## src/hw/pot_control_pkg.sv

```systemverilog
// Shared constants and types for the potentiometer pin control block
package pot_control_pkg;

  // ----------------------------------------------------------------
  // Clock and timing
  // ----------------------------------------------------------------
  localparam int CLOCK_PERIOD_NS  = 8;
  localparam int STORE_TIME_US    = 15000;
  localparam int STORE_CYCLES_DFL = STORE_TIME_US * 1000 / CLOCK_PERIOD_NS;
  localparam int LOCK_W           = 21;

  // ----------------------------------------------------------------
  // Word layout and channel count
  // ----------------------------------------------------------------
  localparam int WORD_W     = 16;
  localparam int CHANNELS   = 4;
  localparam int CNT_W      = 8;
  localparam int MIN_EDGES  = 16;
  localparam int I2C_BITS   = 8;

  typedef struct packed {
    logic [3:0] ctrl;
    logic [3:0] addr;
    logic [7:0] data;
  } cmd_word_t;

  // ----------------------------------------------------------------
  // Command codes
  // ----------------------------------------------------------------
  localparam logic [3:0] CMD_WR_WIPER  = 4'h1;
  localparam logic [3:0] CMD_PRELOAD   = 4'h2;
  localparam logic [3:0] CMD_RELOAD    = 4'h7;
  localparam logic [3:0] CMD_STORE     = 4'h9;
  localparam logic [3:0] CMD_WR_EEPROM = 4'hb;

  // ----------------------------------------------------------------
  // Reset values and address straps
  // ----------------------------------------------------------------
  localparam logic [7:0] EEPROM_RESET  = 8'h80;
  localparam logic [4:0] I2C_ADDR_BASE = 5'h0a;

  // Pin vector bit positions after synchronising
  localparam int P_SEL  = 7;
  localparam int P_SCL  = 6;
  localparam int P_SDA  = 5;
  localparam int P_A0   = 4;
  localparam int P_A1   = 3;
  localparam int P_WPN  = 2;
  localparam int P_LDN  = 1;
  localparam int P_RSTN = 0;
  localparam logic [7:0] PINS_IDLE = 8'h7f;

  typedef enum logic [2:0] {I2C_IDLE, I2C_ADDR, I2C_ACKA, I2C_BYTE, I2C_ACKD,
                            I2C_SKIP} i2c_state_t;

endpackage

```

## src/hw/pot_control_pins.sv

```systemverilog
// Pin level control of a quad digital potentiometer: SPI or I2C, strobes, protect
`timescale 1ns/100ps
// What this block does
// - Interface select low picks SPI and high picks I2C; the master keeps it defined.
// - Serial data is captured on the falling edge of the shared serial clock in both modes.
// - The data pin is the two-way I2C data line in I2C mode and only an input in SPI mode.
// - In I2C mode the two address pins give the low device address bits.
// - In SPI mode the second address pin is an open-drain data output that only pulls low.
// - In SPI mode the first address pin is an active-low frame select whose rise ends a frame.
// - Write protect blocks every wiper and EEPROM change except reloading EEPROM into wipers.
// - Write protect is active low, and an unused input is held high by the master.
// - The load strobe copies each preloaded input register into its wiper register at once.
// - The load strobe acts on its falling edge only; a high level moves nothing.
// - The active-low hardware reset refreshes all wiper registers from EEPROM.
// - The serial word is 16 bits, MSB first: four control, four address, eight data bits.
// - An SPI frame whose falling clock count is not a multiple of eight is ignored.
// - During an EEPROM store of about 15 ms the device ignores and does not acknowledge commands.
module pot_control_pins
  import pot_control_pkg::*;
#(
  parameter int STORE_CYCLES = STORE_CYCLES_DFL
) (
  input  wire logic                     clock,
  input  wire logic                     rst,
  input  wire logic                     interface_select,
  input  wire logic                     serial_clock,
  input  wire logic                     data_in,
  output      logic                     data_out,
  output      logic                     data_oe,
  input  wire logic                     device_address_bit0,
  input  wire logic                     device_address_bit1,
  output      logic                     sdo_out,
  output      logic                     sdo_oe,
  input  wire logic                     write_protect_n,
  input  wire logic                     load_wiper_strobe_n,
  input  wire logic                     reset_n,
  output      logic [CHANNELS-1:0][7:0] wiper_position_register,
  output      logic                     store_busy
);

  // ----------------------------------------------------------------
  // Pin synchronisers
  // ----------------------------------------------------------------
  logic [7:0] pins_meta_r;
  logic [7:0] pins_sync_r;
  logic [7:0] pins_prev_r;

  always_ff @(posedge clock) begin
    if (rst) begin
      pins_meta_r <= PINS_IDLE;
      pins_sync_r <= PINS_IDLE;
      pins_prev_r <= PINS_IDLE;
    end else begin
      pins_meta_r <= {interface_select, serial_clock, data_in, device_address_bit0,
                      device_address_bit1, write_protect_n, load_wiper_strobe_n,
                      reset_n};
      pins_sync_r <= pins_meta_r;
      pins_prev_r <= pins_sync_r;
    end
  end

  logic i2c_mode;
  logic scl_fall;
  logic scl_rise;
  logic sda_s;
  logic frame_sel;
  logic frame_end;
  logic wp_act;
  logic load_fall;
  logic hw_reset;

  assign i2c_mode  = pins_sync_r[P_SEL];
  assign scl_fall  = pins_prev_r[P_SCL] & ~pins_sync_r[P_SCL];
  assign scl_rise  = ~pins_prev_r[P_SCL] & pins_sync_r[P_SCL];
  assign sda_s     = pins_sync_r[P_SDA];
  assign frame_sel = ~i2c_mode & ~pins_sync_r[P_A0];
  assign frame_end = ~i2c_mode & ~pins_prev_r[P_A0] & pins_sync_r[P_A0];
  assign wp_act    = ~pins_sync_r[P_WPN];
  assign load_fall = pins_prev_r[P_LDN] & ~pins_sync_r[P_LDN];
  assign hw_reset  = ~pins_sync_r[P_RSTN];

  // Count is valid only as a whole number of bytes covering a full word
  function automatic logic count_ok(input logic [CNT_W-1:0] cnt);
    count_ok = (cnt[2:0] == 3'h0) && (cnt >= CNT_W'(MIN_EDGES));
  endfunction

  // ----------------------------------------------------------------
  // SPI receiver
  // ----------------------------------------------------------------
  logic [WORD_W-1:0] spi_shift_r;
  logic [CNT_W-1:0]  spi_count_r;
  logic              sdo_bit_r;
  logic              spi_done;
  logic              busy_r;

  always_ff @(posedge clock) begin
    if (rst) begin
      spi_shift_r <= '0;
      spi_count_r <= '0;
    end else if (frame_sel && scl_fall) begin
      spi_shift_r <= {spi_shift_r[WORD_W-2:0], sda_s};
      if (spi_count_r != '1) begin
        spi_count_r <= spi_count_r + CNT_W'(1);
      end
    end else if (!frame_sel) begin
      spi_count_r <= '0;
    end
  end

  // Daisy-chain bit leaves on the rising edge so the next part samples it on the fall
  always_ff @(posedge clock) begin
    if (rst) begin
      sdo_bit_r <= 1'b1;
    end else if (!frame_sel) begin
      sdo_bit_r <= 1'b1;
    end else if (scl_rise) begin
      sdo_bit_r <= spi_shift_r[WORD_W-1];
    end
  end

  assign spi_done = frame_end && count_ok(spi_count_r) && !busy_r;
  assign sdo_out  = 1'b0;
  assign sdo_oe   = frame_sel && !sdo_bit_r;

  // ----------------------------------------------------------------
  // I2C receiver, write transfers only
  // ----------------------------------------------------------------
  i2c_state_t        i2c_st_r;
  logic [7:0]        i2c_byte_r;
  logic [3:0]        i2c_bits_r;
  logic              i2c_second_r;
  logic [7:0]        i2c_hi_r;
  logic              i2c_ack_r;
  logic              i2c_done;
  logic              i2c_start;
  logic              i2c_stop;
  logic [6:0]        own_addr;
  logic [7:0]        next_byte;

  assign i2c_start = i2c_mode && pins_sync_r[P_SCL] && pins_prev_r[P_SDA] && !sda_s;
  assign i2c_stop  = i2c_mode && pins_sync_r[P_SCL] && !pins_prev_r[P_SDA] && sda_s;
  assign own_addr  = {I2C_ADDR_BASE, pins_sync_r[P_A1], pins_sync_r[P_A0]};
  assign next_byte = {i2c_byte_r[6:0], sda_s};

  always_ff @(posedge clock) begin
    if (rst || !i2c_mode) begin
      i2c_st_r     <= I2C_IDLE;
      i2c_byte_r   <= '0;
      i2c_bits_r   <= '0;
      i2c_second_r <= 1'b0;
      i2c_hi_r     <= '0;
    end else if (i2c_start) begin
      i2c_st_r   <= I2C_ADDR;
      // The clock fall that closes a start carries no bit; the count wraps to zero on it
      i2c_bits_r <= '1;
    end else if (i2c_stop) begin
      i2c_st_r <= I2C_IDLE;
    end else if (scl_fall) begin
      case (i2c_st_r)
        I2C_ADDR, I2C_BYTE: begin
          i2c_byte_r <= next_byte;
          i2c_bits_r <= i2c_bits_r + 4'h1;
          if (i2c_bits_r == 4'(I2C_BITS - 1)) begin
            i2c_bits_r <= '0;
            if (i2c_st_r == I2C_BYTE) begin
              i2c_st_r <= busy_r ? I2C_SKIP : I2C_ACKD;
            end else if (next_byte == {own_addr, 1'b0} && !busy_r) begin
              i2c_st_r     <= I2C_ACKA;
              i2c_second_r <= 1'b0;
            end else begin
              i2c_st_r <= I2C_SKIP;
            end
          end
        end
        I2C_ACKA: begin
          i2c_st_r <= I2C_BYTE;
        end
        I2C_ACKD: begin
          i2c_st_r     <= I2C_BYTE;
          i2c_second_r <= !i2c_second_r;
          i2c_hi_r     <= i2c_byte_r;
        end
        default: begin
          i2c_st_r <= i2c_st_r;
        end
      endcase
    end
  end

  // Acknowledge is pulled low from the eighth fall to the ninth fall
  always_ff @(posedge clock) begin
    if (rst) begin
      i2c_ack_r <= 1'b0;
    end else begin
      i2c_ack_r <= i2c_mode && (i2c_st_r == I2C_ACKA || i2c_st_r == I2C_ACKD);
    end
  end

  assign i2c_done = i2c_mode && scl_fall && (i2c_st_r == I2C_ACKD) && i2c_second_r;
  assign data_out = 1'b0;
  assign data_oe  = i2c_ack_r && i2c_mode;

  // ----------------------------------------------------------------
  // Command decode and wiper storage
  // ----------------------------------------------------------------
  cmd_word_t                word;
  logic                     exec_go;
  logic [1:0]               chan;
  logic [CHANNELS-1:0][7:0] input_r;
  logic [CHANNELS-1:0][7:0] eeprom_r;
  logic [CHANNELS-1:0][7:0] wiper_r;
  logic [CHANNELS-1:0]      pending_r;
  logic [LOCK_W-1:0]        lock_r;
  logic                     store_go;
  logic                     reload_go;

  assign word      = i2c_mode ? cmd_word_t'({i2c_hi_r, i2c_byte_r}) : cmd_word_t'(spi_shift_r);
  assign exec_go   = (spi_done || i2c_done) && !busy_r;
  assign chan      = word.addr[1:0];
  assign store_go  = exec_go && !wp_act && word.ctrl == CMD_STORE;
  assign reload_go = exec_go && word.ctrl == CMD_RELOAD;

  always_ff @(posedge clock) begin
    if (rst) begin
      wiper_r   <= {CHANNELS{EEPROM_RESET}};
      input_r   <= {CHANNELS{EEPROM_RESET}};
      pending_r <= '0;
    end else if (hw_reset || reload_go) begin
      wiper_r   <= eeprom_r;
      pending_r <= '0;
    end else begin
      if (load_fall && !wp_act) begin
        for (int i = 0; i < CHANNELS; i++) begin
          if (pending_r[i]) begin
            wiper_r[i] <= input_r[i];
          end
        end
        pending_r <= '0;
      end
      if (exec_go && word.ctrl == CMD_WR_WIPER && !wp_act) begin
        wiper_r[chan] <= word.data;
      end
      if (exec_go && word.ctrl == CMD_PRELOAD) begin
        input_r[chan]   <= word.data;
        pending_r[chan] <= 1'b1;
      end
    end
  end

  always_ff @(posedge clock) begin
    if (rst) begin
      eeprom_r <= {CHANNELS{EEPROM_RESET}};
    end else if (store_go) begin
      eeprom_r[chan] <= wiper_r[chan];
    end else if (exec_go && word.ctrl == CMD_WR_EEPROM && !wp_act) begin
      eeprom_r[chan] <= word.data;
    end
  end

  // Store lock; a long count, kept as a parameter so a bench can shorten it
  always_ff @(posedge clock) begin
    if (rst) begin
      lock_r <= '0;
      busy_r <= 1'b0;
    end else if (store_go) begin
      lock_r <= LOCK_W'(STORE_CYCLES - 1);
      busy_r <= 1'b1;
    end else if (lock_r != '0) begin
      lock_r <= lock_r - LOCK_W'(1);
    end else begin
      busy_r <= 1'b0;
    end
  end

  assign wiper_position_register = wiper_r;
  assign store_busy              = busy_r;
endmodule // pot_control_pins

```

## config.mk

```make
export PLATFORM = sky130hd
export DESIGN_NAME = pot_control_pins
export DESIGN_NICKNAME = d
export VERILOG_FILES = /design/src/hw/pot_control_pkg.sv /design/src/hw/pot_control_pins.sv
export SDC_FILE = /design/constraint.sdc
export NUM_CORES = 1
export LEC_CHECK = 0
export ABC_AREA = 0
export BUFFER_PORTS_ARGS = -buffer_cell sky130_fd_sc_hd__buf_2
export CORE_ASPECT_RATIO = 1.2
export CORE_UTILIZATION = 57
export DETAILED_ROUTE_END_ITERATION = 10
export GPL_TIMING_DRIVEN = 0
export PLACE_DENSITY = 0.81
export SLEW_MARGIN = 10
export SYNTH_ARGS = -nofsm -noshare
export SYNTH_HDL_FRONTEND = slang
export SYNTH_SLANG_ARGS = --single-unit
```

## constraint.sdc

```tcl
create_clock -name clock -period 3.4 [get_ports clock]
set_clock_uncertainty 0.2 [all_clocks]
set_input_delay 0.17 -clock clock [delete_from_list [all_inputs] [get_ports clock]]
set_output_delay 0.17 -clock clock [all_outputs]
set_load 0.05 [all_outputs]
```

== Yosys cells after proc, flatten, opt, wreduce, memory -nomap -nowiden ==
Cells that the tools add are included.

* Memory bits (writable): 0
* Latch bits: 0
* Logic and storage cells: 184
* Bits in registers: 195
* Memories: 0
* Memory bits (read-only): 0
* Output and inout port bits: 37

* Div/mod/pow operators: 0
* Shifts and indexed selects: 0
* Add/subtract/negate cells: 3
* $mul: 0
* Equality and inequality tests: 20
* Reductions and logical operators: 61
* Mux-type cells: 50
* Bitwise logic cells: 18
* $lt $le $gt $ge: 3

{| class="wikitable"
|+ Operators with widths
! cell !! count
|-
| $mux W32 || 7
|-
| $bwmux W32 || 4
|-
| $mux W8 || 9
|-
| $mux W21 || 2
|-
| $mux W4 || 9
|-
| $logic_and A1 B1 Y1 || 27
|-
| $reduce_bool A21 Y1 || 1
|-
| $sub A21 B1 Y21 const B || 1
|-
| $bmux W8 S2 || 1
|-
| $demux W8 S2 || 1
|-
| $mux W16 || 1
|-
| $reduce_bool A2 Y1 || 6
|-
| $not A1 Y1 || 11
|-
| $mux W1 || 10
|-
| $ne A2 B2 Y1 const B || 5
|-
| $reduce_or A2 Y1 || 5
|-
| $mux W3 || 3
|-
| $reduce_and A3 Y1 || 3
|-
| $add A8 B1 Y8 const B || 1
|-
| $eq A4 B3 Y1 const B || 2
|-
| $eq A4 B4 Y1 const B || 2
|-
| $eq A8 B7 Y1 || 1
|-
| $ge A8 B5 Y1 const B || 1
|-
| $ne A8 B8 Y1 const B || 1
|-
| other kinds (24) || 41
|}

== Logic depth before layout (Yosys ltp) ==
Gate-level depths: netlist of the first run.

* Depth after elaboration: 14
* Depth in mapped cells: 9
* Mapped depth without buffers: 7

== Worst setup path before layout of the first run ==
No wires, ideal clock.

* Path type: register to register
* Start: register busy_r (netlist: store_busy)
* End: register input_r[15] (netlist name)
* Period minus slack after synthesis: 2.535 ns
* Buffers on the path: 1
* Cell stages (with the launch flop): 7
* Arrival time: 2.205 ns
* Library setup time: 0.130 ns
* Path slack: 0.865 ns
* Cell sequence: dfxtp_1 > nor4b_4 > nand4b_4 > buf_6 > a2111oi_4 > mux2i_1 > nand2_1

* Word-level cells in the longest chain between the ends: 8

{| class="wikitable"
|+ RTL lines
! what !! line !! source
|-
| start, declared || pot_control_pins.sv:94 || <nowiki>logic busy_r;</nowiki>
|-
| start signal, assigned || pot_control_pins.sv:264 || <nowiki>busy_r <= 1'b0;</nowiki>
|-
| start signal, assigned || pot_control_pins.sv:267 || <nowiki>busy_r <= 1'b1;</nowiki>
|-
| start signal, assigned || pot_control_pins.sv:271 || <nowiki>busy_r <= 1'b0;</nowiki>
|-
| $logic_not A1 Y1 * || pot_control_pins.sv:121, pot_control_pins.sv:218 ||
|-
| $logic_and A1 B1 Y1 || pot_control_pins.sv:121 || <nowiki>assign spi_done = frame_end && count_ok(spi_count_r) && !busy_r;</nowiki>
|-
| $logic_or A1 B1 Y1 || pot_control_pins.sv:218 || <nowiki>assign exec_go = (spi_done || i2c_done) && !busy_r;</nowiki>
|-
| $logic_and A1 B1 Y1 * || pot_control_pins.sv:218 ||
|-
| $logic_and A1 B1 Y1 || pot_control_pins.sv:221 || <nowiki>assign reload_go = exec_go && word.ctrl == CMD_RELOAD;</nowiki>
|-
| $logic_or A1 B1 Y1 || pot_control_pins.sv:228 || <nowiki>end else if (hw_reset || reload_go) begin</nowiki>
|-
| $not A1 Y1 (no source line) || - ||
|-
| $reduce_and A2 Y1 (no source line) * || - ||
|-
| end signal, assigned || pot_control_pins.sv:226 || <nowiki>input_r <= {CHANNELS{EEPROM_RESET}};</nowiki>
|-
| end signal, assigned by index || pot_control_pins.sv:244 || <nowiki>input_r[chan] <= word.data;</nowiki>
|-
| end, declared || pot_control_pins.sv:209 || <nowiki>logic [CHANNELS-1:0][7:0] input_r;</nowiki>
|}

Every way passes the cells marked *; elsewhere a longest branch is shown, timed or not.
A chain may end at the register's enable or synchronous reset.

== Worst setup path in the final report of the first run ==
* Start: register spi_count_r[4]
* End: register wiper_r, in the netlist wiper_position_register[10]

* Word-level cells in the longest chain between the ends: 10

{| class="wikitable"
|+ RTL lines
! what !! line !! source
|-
| start, declared || pot_control_pins.sv:91 || <nowiki>logic [CNT_W-1:0] spi_count_r;</nowiki>
|-
| start signal, assigned || pot_control_pins.sv:103 || <nowiki>spi_count_r <= spi_count_r + CNT_W'(1);</nowiki>
|-
| $ge A8 B5 Y1 * || pot_control_pins.sv:84 || <nowiki>count_ok = (cnt[2:0] == 3'h0) && (cnt >= CNT_W'(MIN_EDGES));</nowiki>
|-
| $logic_and A1 B1 Y1 * || pot_control_pins.sv:84 ||
|-
| $logic_and A1 B1 Y1 * (2 in series) || pot_control_pins.sv:121 ||
|-
| $logic_or A1 B1 Y1 * || pot_control_pins.sv:218 ||
|-
| $logic_and A1 B1 Y1 * || pot_control_pins.sv:218 ||
|-
| $logic_and A1 B1 Y1 (2 in series) || pot_control_pins.sv:240 || <nowiki>if (exec_go && word.ctrl == CMD_WR_WIPER && !wp_act) begin</nowiki>
|-
| $mux W32 || pot_control_pins.sv:240 ||
|-
| $mux W32 * || pot_control_pins.sv:228 ||
|-
| end signal, assigned || pot_control_pins.sv:229 || <nowiki>wiper_r <= eeprom_r;</nowiki>
|-
| end signal, assigned by index || pot_control_pins.sv:235 || <nowiki>wiper_r[i] <= input_r[i];</nowiki>
|-
| end signal, assigned by index || pot_control_pins.sv:241 || <nowiki>wiper_r[chan] <= word.data;</nowiki>
|-
| end, declared || pot_control_pins.sv:211 || <nowiki>logic [CHANNELS-1:0][7:0] wiper_r;</nowiki>
|}

Marks and branches as above.

==> key figures, run 1 <==
Power
  – Sw Ratio: 0.305
  – Share of power burned in registers: 0.441
  – Comb pwr share: 0.192
  – P per Cell Area: around 570 nW/um2
  – Pint: about 3.9 mW
  – Clock power share: 0.367
  – Max VDD drop: between 0.0003 and 0.0004 V
  – Sw Pwr: about 1.7 mW
  – Pleak: approximately 3.9 nW

Job
  – Max cap viols: 0

Synthesis
  – Warnings from Yosys: 0
  – Post-Syn Area: slightly below 9000 um2
  – Mux cell area share after synthesis: 0.183
  – Main synth FF type: dfxtp_1
  – #FFs+latches synth: 190
  – Synth Area in XOR/XNOR: 0.0222
  – Post-synth EDFFs: 0
  – Compound-Gate Fraction of Synth Area: 0.167
  – Synth Area in Simple Gates: 0.148
  – Post-synthesis adder-cell area fraction: 0.00720
  – Largest family of logic cells by synthesized area: multiplexers
  – Fraction of registers with async set/reset: 0
  – Top post-synthesis cells by area: dfxtp_1, mux2i_1, a21oi_1
  – Syn_area_per_cell: 9.74 um2
  – Synth cell types: 72
  – Top-count cell post-synth: dfxtp_1
  – Leading area contributor after synthesis: dfxtp_1
  – Commonest cells in the netlist: dfxtp_1, mux2i_1, a21oi_1, nand2_1, nor2_1
  – Post-synth top area share: 0.438
  – Cells after synthesis: slightly below 900
  – Register area share after synthesis: 0.438

Status
  – Failing checks: design-rule violations
  – Status: complete, but fails checks

Placement
  – GPL Wtd Cong: 0.895
  – Port Buf Inserts: 43
  – DP HPWL: 15.3 mm
  – Place WS: 0.428 ns

Clocking
  – Clk_lat worst skew: approximately 0.44 ns
  – Clock Pin Slew Worst Setup and Hold Paths: 0.07 ns
  – CTS H-tree depth: 4
  – Num CTS Buffers: 17
  – CTS tree: yes
  – CTS Buffer Depth: 2
  – Sink Count: 190
  – Number of setup buffers added after CTS: 0
  – Root buffer cell: clkbuf_16

Final layout
  – # diodes: 0
  – Synth-to-layout area growth: 13.4%
  – Fillers: approximately 1200
  – Layout cell share with drive strength beyond 1: 0.159
  – Post-layout nets: approximately 980

Setup path
  – Flop2flop setup slack: 0.29 ns
  – Delay-heaviest family, CP: simple AND/OR/NAND/NOR gates
  – Setup crit start kind: flop
  – Reg-to-reg startpoint: spi_count_r[4]$_SDFFE_PP0P_
  – CP Max Fanout: 10
  – R2R Path End: wiper_position_register[10]$_SDFF_PP0_
  – Worst EP required: 3.58 ns
  – CP max stage delay: roughly 0.77 ns
  – Critical setup path kind: reg -> reg
  – Crit path cell chain: or4_1 -> nand4b_4 -> a221oi_2 -> nor3_2 -> clkbuf_1 -> a22o_1
  – CP Capture Type: flop
  – Crit path buf inv count: 1
  – Worst reg2reg path depth: 6
  – Arrival @ worst endpoint: ~3.3 ns
  – Crit-path slowest cell: nor3_2

Floorplan
  – Row count: 49
  – Total core area: 15000 um2
  – Die area: about 16000 um2
  – Initial Utilization: 0.581
  – IO Pins: 47
  – Die height: around 140 um
  – Die X: 115 um

Drt
  – DR vias: 7108
  – Routed len/inst: 18.5 um
  – Initial DRC count: between 400 and 500
  – TritonRoute pass-1 iters: 8
  – Routed WL: approximately 22 mm
  – Final ANT Viol Nets: 0
  – Vias per cell: around 6
  – DRC Markers: 2

Timing
  – Count of final max-slew check failures: 0
  – Total negative slack: 0 ns
  – RSZ-0062 raised after global routing: false
  – Final hold viol count: 0
  – Slew @ Worst Pin: ~1.1 ns
  – Fmax: around 320 MHz
  – Post-route clock period utilization: 0.915
  – Slew HR: 0.253
  – Setup-failing EPs final: 0
  – Min Tclk post-route: just over 3 ns
  – Setup ws final: between 0.2 and 0.3 ns

Worst hold path
  – Tightest Hold Check Type: in -> reg
  – Hold Path Origin: rst
  – Hold-critical path depth: 3
  – Hold endpoint: sdo_bit_r$_SDFFE_PP1P_

GRT
  – Vias in the first global route: 7061
  – Overflow after GRT: 0
  – GRT Total Usage: 0.290
  – Largest net degree at the start of global routing: 19
  – Initial antenna violation count: 0
  – First-pass GRT wire length: approximately 35 mm
## cells by family (layout without fill, tap and decap cells)
kind of cell | count (synthesis) | count (layout)
other | 1 | 2
muxes | 157 | 157
AOI/OAI and AO/OA | 204 | 204
adders and majority gates | 5 | 5
DFF | 190 | 190
and+or+nand+nor | 251 | 251
xor gates and xnor gates | 22 | 22
buffers and inverters | 62 | 145
## power groups by stage
stage | logic, mW | registers [mW] | clock network (mW)
6_report | 1.07 | 2.47 | 2.05
5_1_grt | 1.18 | 2.49 | 2.14
4_1_cts | 1.07 | 2.46 | 2.05
3_5_place_dp | 1.03 | 2.51 | 0
3_3_place_gp | 1.02 | 2.51 | 0
2_1_floorplan | 0.857 | 2.50 | 0
## flip-flops by register name, summed over array words and instances (netlist names)
signal	count
i2c_bits_r	4
spi_count_r	8
pins_prev_r	4
i2c_hi_r	6
i2c_second_r	1
i2c_byte_r	8
wiper_position_register	32
spi_shift_r	16
eeprom_r	32
i2c_ack_r	1
lock_r	21
pins_meta_r	8
store_busy	1
sdo_bit_r	1
input_r	32
i2c_st_r	3
pending_r	4
pins_sync_r	8
## timing repair
item	CTS	global route
hold buffers	8	0
hold endpoints to repair	8	0
gates resized for setup	0	0
## placed cells by master (no fill, tap or decap), types with 8 or more instances in the layout
master	n
nor3_1	21
nor2_1	61
a22o_1	28
a31oi_1	8
xnor2_1	10
nand3_1	20
clkbuf_1	28
inv_1	10
o211ai_1	8
dfxtp_1	190
dlygate4sd3_1	8
buf_2	56
a211oi_1	11
mux2_2	14
mux2i_1	141
a21oi_1	74
nand2_1	74
clkbuf_16	17
o21ai_0	36
or2_2	19
xor2_1	12
## worst min-delay path: cells and delay by family
family / cells / cell delay [ns]
buf+inv: 1 / 0.36
simple gates: 2 / 0.23
## final cells by class
class | instances | area [um2] | share of cell area
tap | 204 | 255 | 0.0259
multi-input combinational | 641 | 4600 | 0.467
timing repair buffer | 51 | 295 | 0.0300
clock inverter | 15 | 181 | 0.0184
sequential | 190 | 3800 | 0.386
clock buffer | 17 | 425 | 0.0432
buffer | 50 | 253 | 0.0256
inverter | 12 | 45.0 | 0.00457
## worst max path at each step
stage | start | end | slack (ns) | depth (start not counted)
floorplan | store_busy$_SDFFE_PP0P_ | input_r[15]$_SDFFE_PP1P_ | 0.87 | 6
global placement | spi_count_r[7]$_SDFFE_PP0P_ | wiper_position_register[22]$_SDFF_PP0_ | 0.43 | 6
detailed placement | spi_count_r[4]$_SDFFE_PP0P_ | wiper_position_register[10]$_SDFF_PP0_ | 0.43 | 6
CTS | spi_count_r[4]$_SDFFE_PP0P_ | wiper_position_register[10]$_SDFF_PP0_ | 0.38 | 6
global route | pins_sync_r[7]$_SDFF_PP0_ | eeprom_r[13]$_SDFFE_PP0P_ | 0.24 | 8
finish | spi_count_r[4]$_SDFFE_PP0P_ | wiper_position_register[10]$_SDFF_PP0_ | 0.29 | 6
## layer usage
layer  GRT usage  wire length [um]  up-vias
met1       0.335              8760     3421
li1            -                 -     3366
met4       0.151               740        0
met2       0.515             11100      255
met3      0.0488              1260       66
met5           0                 0        -
## stage by stage
step	instance area [um2]	instances	util	hold slack, ns	power, mW
finish	9860	1180	0.659	0.141	5.59
global route	9860	1180	0.659	0.156	5.81
CTS	9850	1180	0.659	0.119	5.58
floorplan	8700	893	-	0.0738	3.35
global placement	9170	1140	0.613	0.152	3.53
detailed placement	9170	1140	0.613	0.155	3.55
Power figures use the tool's default switching activity.
==> run 2, diff against run 1 <==
Settings changed: CORE_ASPECT_RATIO 1.2 to not set, CORE_UTILIZATION 57 to 35, CTS_CLUSTER_SIZE set to 8, PLACE_DENSITY 0.81 to 0.57.
==> key figures, run 2 (same netlist as run 1, synthesis figures left out) <==
Drt
  – Initial DRC count: 401 (-2.2%)
  – Routed WL: 22.9 mm (+4.6%)
  – Final ANT Viol Nets: 0 (unchanged)
  – TritonRoute pass-1 iters: 5 (-3)
  – Routed len/inst: 17.6 um (-5.0%)
  – Vias per cell: 5.22 (-13%)
  – DRC Markers: 0 (-2)
  – DR vias: 6788 (-4.5%)

Clocking
  – CTS Buffer Depth: 2 (unchanged)
  – Post-cts sizing count: 0 (unchanged)
  – Clk_lat worst skew: 0.45 ns (about the same)
  – CTS tree: yes
  – Clock Pin Slew Worst Setup and Hold Paths: 0.07 ns (about the same)
  – Root buffer cell: clkbuf_16
  – Sink Count: 190 (unchanged)
  – CTS H-tree depth: 4 (unchanged)
  – Num CTS Buffers: 17 (unchanged)

Final layout
  – Synth-to-layout area growth: 14.7%
  – Final core utilization: 0.410 (-0.249)
  – Most frequent cells in the layout: dfxtp_1, mux2i_1, nand2_1, a21oi_1, nor2_1
  – Most common cell after layout, fill and taps aside: dfxtp_1
  – Area taken by multi-input logic gates: 4600 um2 (unchanged)
  – Post-layout nets: 978 (unchanged)
  – Final Instance Count excl. Fillers: 1300 (+10%)
  – Sequential cell area: 3800 um2 (unchanged)
  – Final Cell Area: 9970 um2 (+1.2%)
  – Layout cell share with drive strength beyond 1: 0.159 (unchanged)
  – # diodes: 0 (unchanged)
  – Fillers: 2408 (+99%)

Floorplan
  – Total core area: 24300 um2 (+63%)
  – Initial Utilization: 0.357 (-0.224)
  – Die X: 160 um (+39%)
  – Die height: 160 um (+16%)
  – Die area: 25500 um2 (+62%)
  – IO Pins: 47 (unchanged)
  – Row count: 57 (+16%)

Setup path
  – Flop2flop setup slack: 0.30 ns (+0.02 ns)
  – Arrival @ worst endpoint: 3.28 ns (-0.02 ns)
  – Setup crit start kind: flop
  – Worst EP required: 3.59 ns (about the same)
  – CP Capture Type: flop
  – Critical setup path kind: reg -> reg
  – CP Max Fanout: 10 (unchanged)

Power
  – Max VDD drop: 0.000286 V (-14%)
  – P per Cell Area: 551 nW/um2 (-2.7%)
  – Pleak: 3.86 nW (-0.46%)

Timing
  – Total negative slack: 0 ns (unchanged)
  – Slew @ Worst Pin: 1.08 ns (-0.0355 ns)
  – Count of final max-slew check failures: 0 (unchanged)
  – Final hold viol count: 0 (unchanged)
  – Min Tclk post-route: 3.10 ns (-0.0154 ns)
  – Setup-failing EPs final: 0 (unchanged)
  – RSZ-0062 raised after global routing: false
  – Post-route clock period utilization: 0.911 (-0.00454)
  – Fmax: 323 MHz (+0.50%)
  – Hold Slack: 0.210 ns (+0.0688 ns)
  – Slew HR: 0.277 (+0.0238)

Job
  – Max cap viols: 0 (unchanged)

Worst hold path
  – Tightest Hold Check Type: reg -> reg

Status
  – Status: complete, no violations

Placement
  – Port Buf Inserts: 43 (unchanged)
  – Placed Cells incl. Taps: 1260 (+11%)
  – DP HPWL: 16.5 mm (+7.8%)
  – Dpl cell area: 9320 um2 (+1.6%)
  – GPL Wtd Cong: 0.806 (-9.9%)

GRT
  – Overflow after GRT: 0 (unchanged)
  – Vias in the first global route: 6539 (-7.4%)
  – First-pass GRT wire length: 36.0 mm (+3.2%)
  – Initial antenna violation count: 0 (unchanged)
  – Largest net degree at the start of global routing: 20 (+1)
  – GRT Total Usage: 0.183 (-0.107)
## run 2: worst max-delay path, cell delays in order (launching register included)
cell,delay (ns)
dfxtp_1,0.37
or4_1,0.58
nand4b_4,0.20
a221oi_2,0.18
nor3_2,0.76
clkbuf_1,0.53
a22o_1,0.21
## run 2: path summary, 6_finish.rpt
| check | startpoint | to | cells past startpoint |
|---|---|---|---|
| max | spi_count_r[4]$_SDFFE_PP0P_ | wiper_position_register[17]$_SDFF_PP0_ | 6 |
| min | pins_meta_r[1]$_SDFF_PP1_ | pins_sync_r[1]$_SDFF_PP1_ | 1 |
| max reg2reg | spi_count_r[4]$_SDFFE_PP0P_ | wiper_position_register[17]$_SDFF_PP0_ | 6 |
| min reg2reg | pins_meta_r[1]$_SDFF_PP1_ | pins_sync_r[1]$_SDFF_PP1_ | 1 |
## run 2: routing by layer
layer | global-route usage | part of all wire
met1 | 0.248 | 0.48
met2 | 0.297 | 0.47
met3 | 0.0349 | 0.038
met4 | 0.0468 | 0.013
met5 | 0 | 0
## run 2: metrics by stage
| step | power [mW] | worst slack [ns] |
|---|---|---|
| 2_1_floorplan | 3.35 | 0.865 |
| 3_3_place_gp | 3.56 | 0.347 |
| 3_5_place_dp | 3.57 | 0.341 |
| 4_1_cts | 5.55 | 0.307 |
| 5_1_grt | 5.77 | 0.100 |
| 6_report | 5.50 | 0.304 |
## run 2: final cells by class
cell class                 instances  share of cell area
timing repair buffer              51              0.0296
clock buffer                      17              0.0427
inverter                          12             0.00452
sequential                       190               0.381
buffer                            50              0.0253
tap                              324              0.0407
multi-input combinational        641               0.461
clock inverter                    15              0.0146
## run 2: report_power, final
part | total (mW) | leakage (nW) | internal (mW) | switching (mW)
Combinational | 1.06 | 2.05 | 0.419 | 0.642
Sequential | 2.46 | 1.54 | 2.35 | 0.109
Clock | 1.97 | 0.272 | 0.976 | 0.997
Total | 5.50 | 3.86 | 3.75 | 1.75
## run 2: repair_timing
item / in CTS / in global routing
hold endpoints to repair: 8 / 0
hold buffers: 8 / 0
buffers inserted: 0 / 0
setup endpoints to repair: 0 / 0
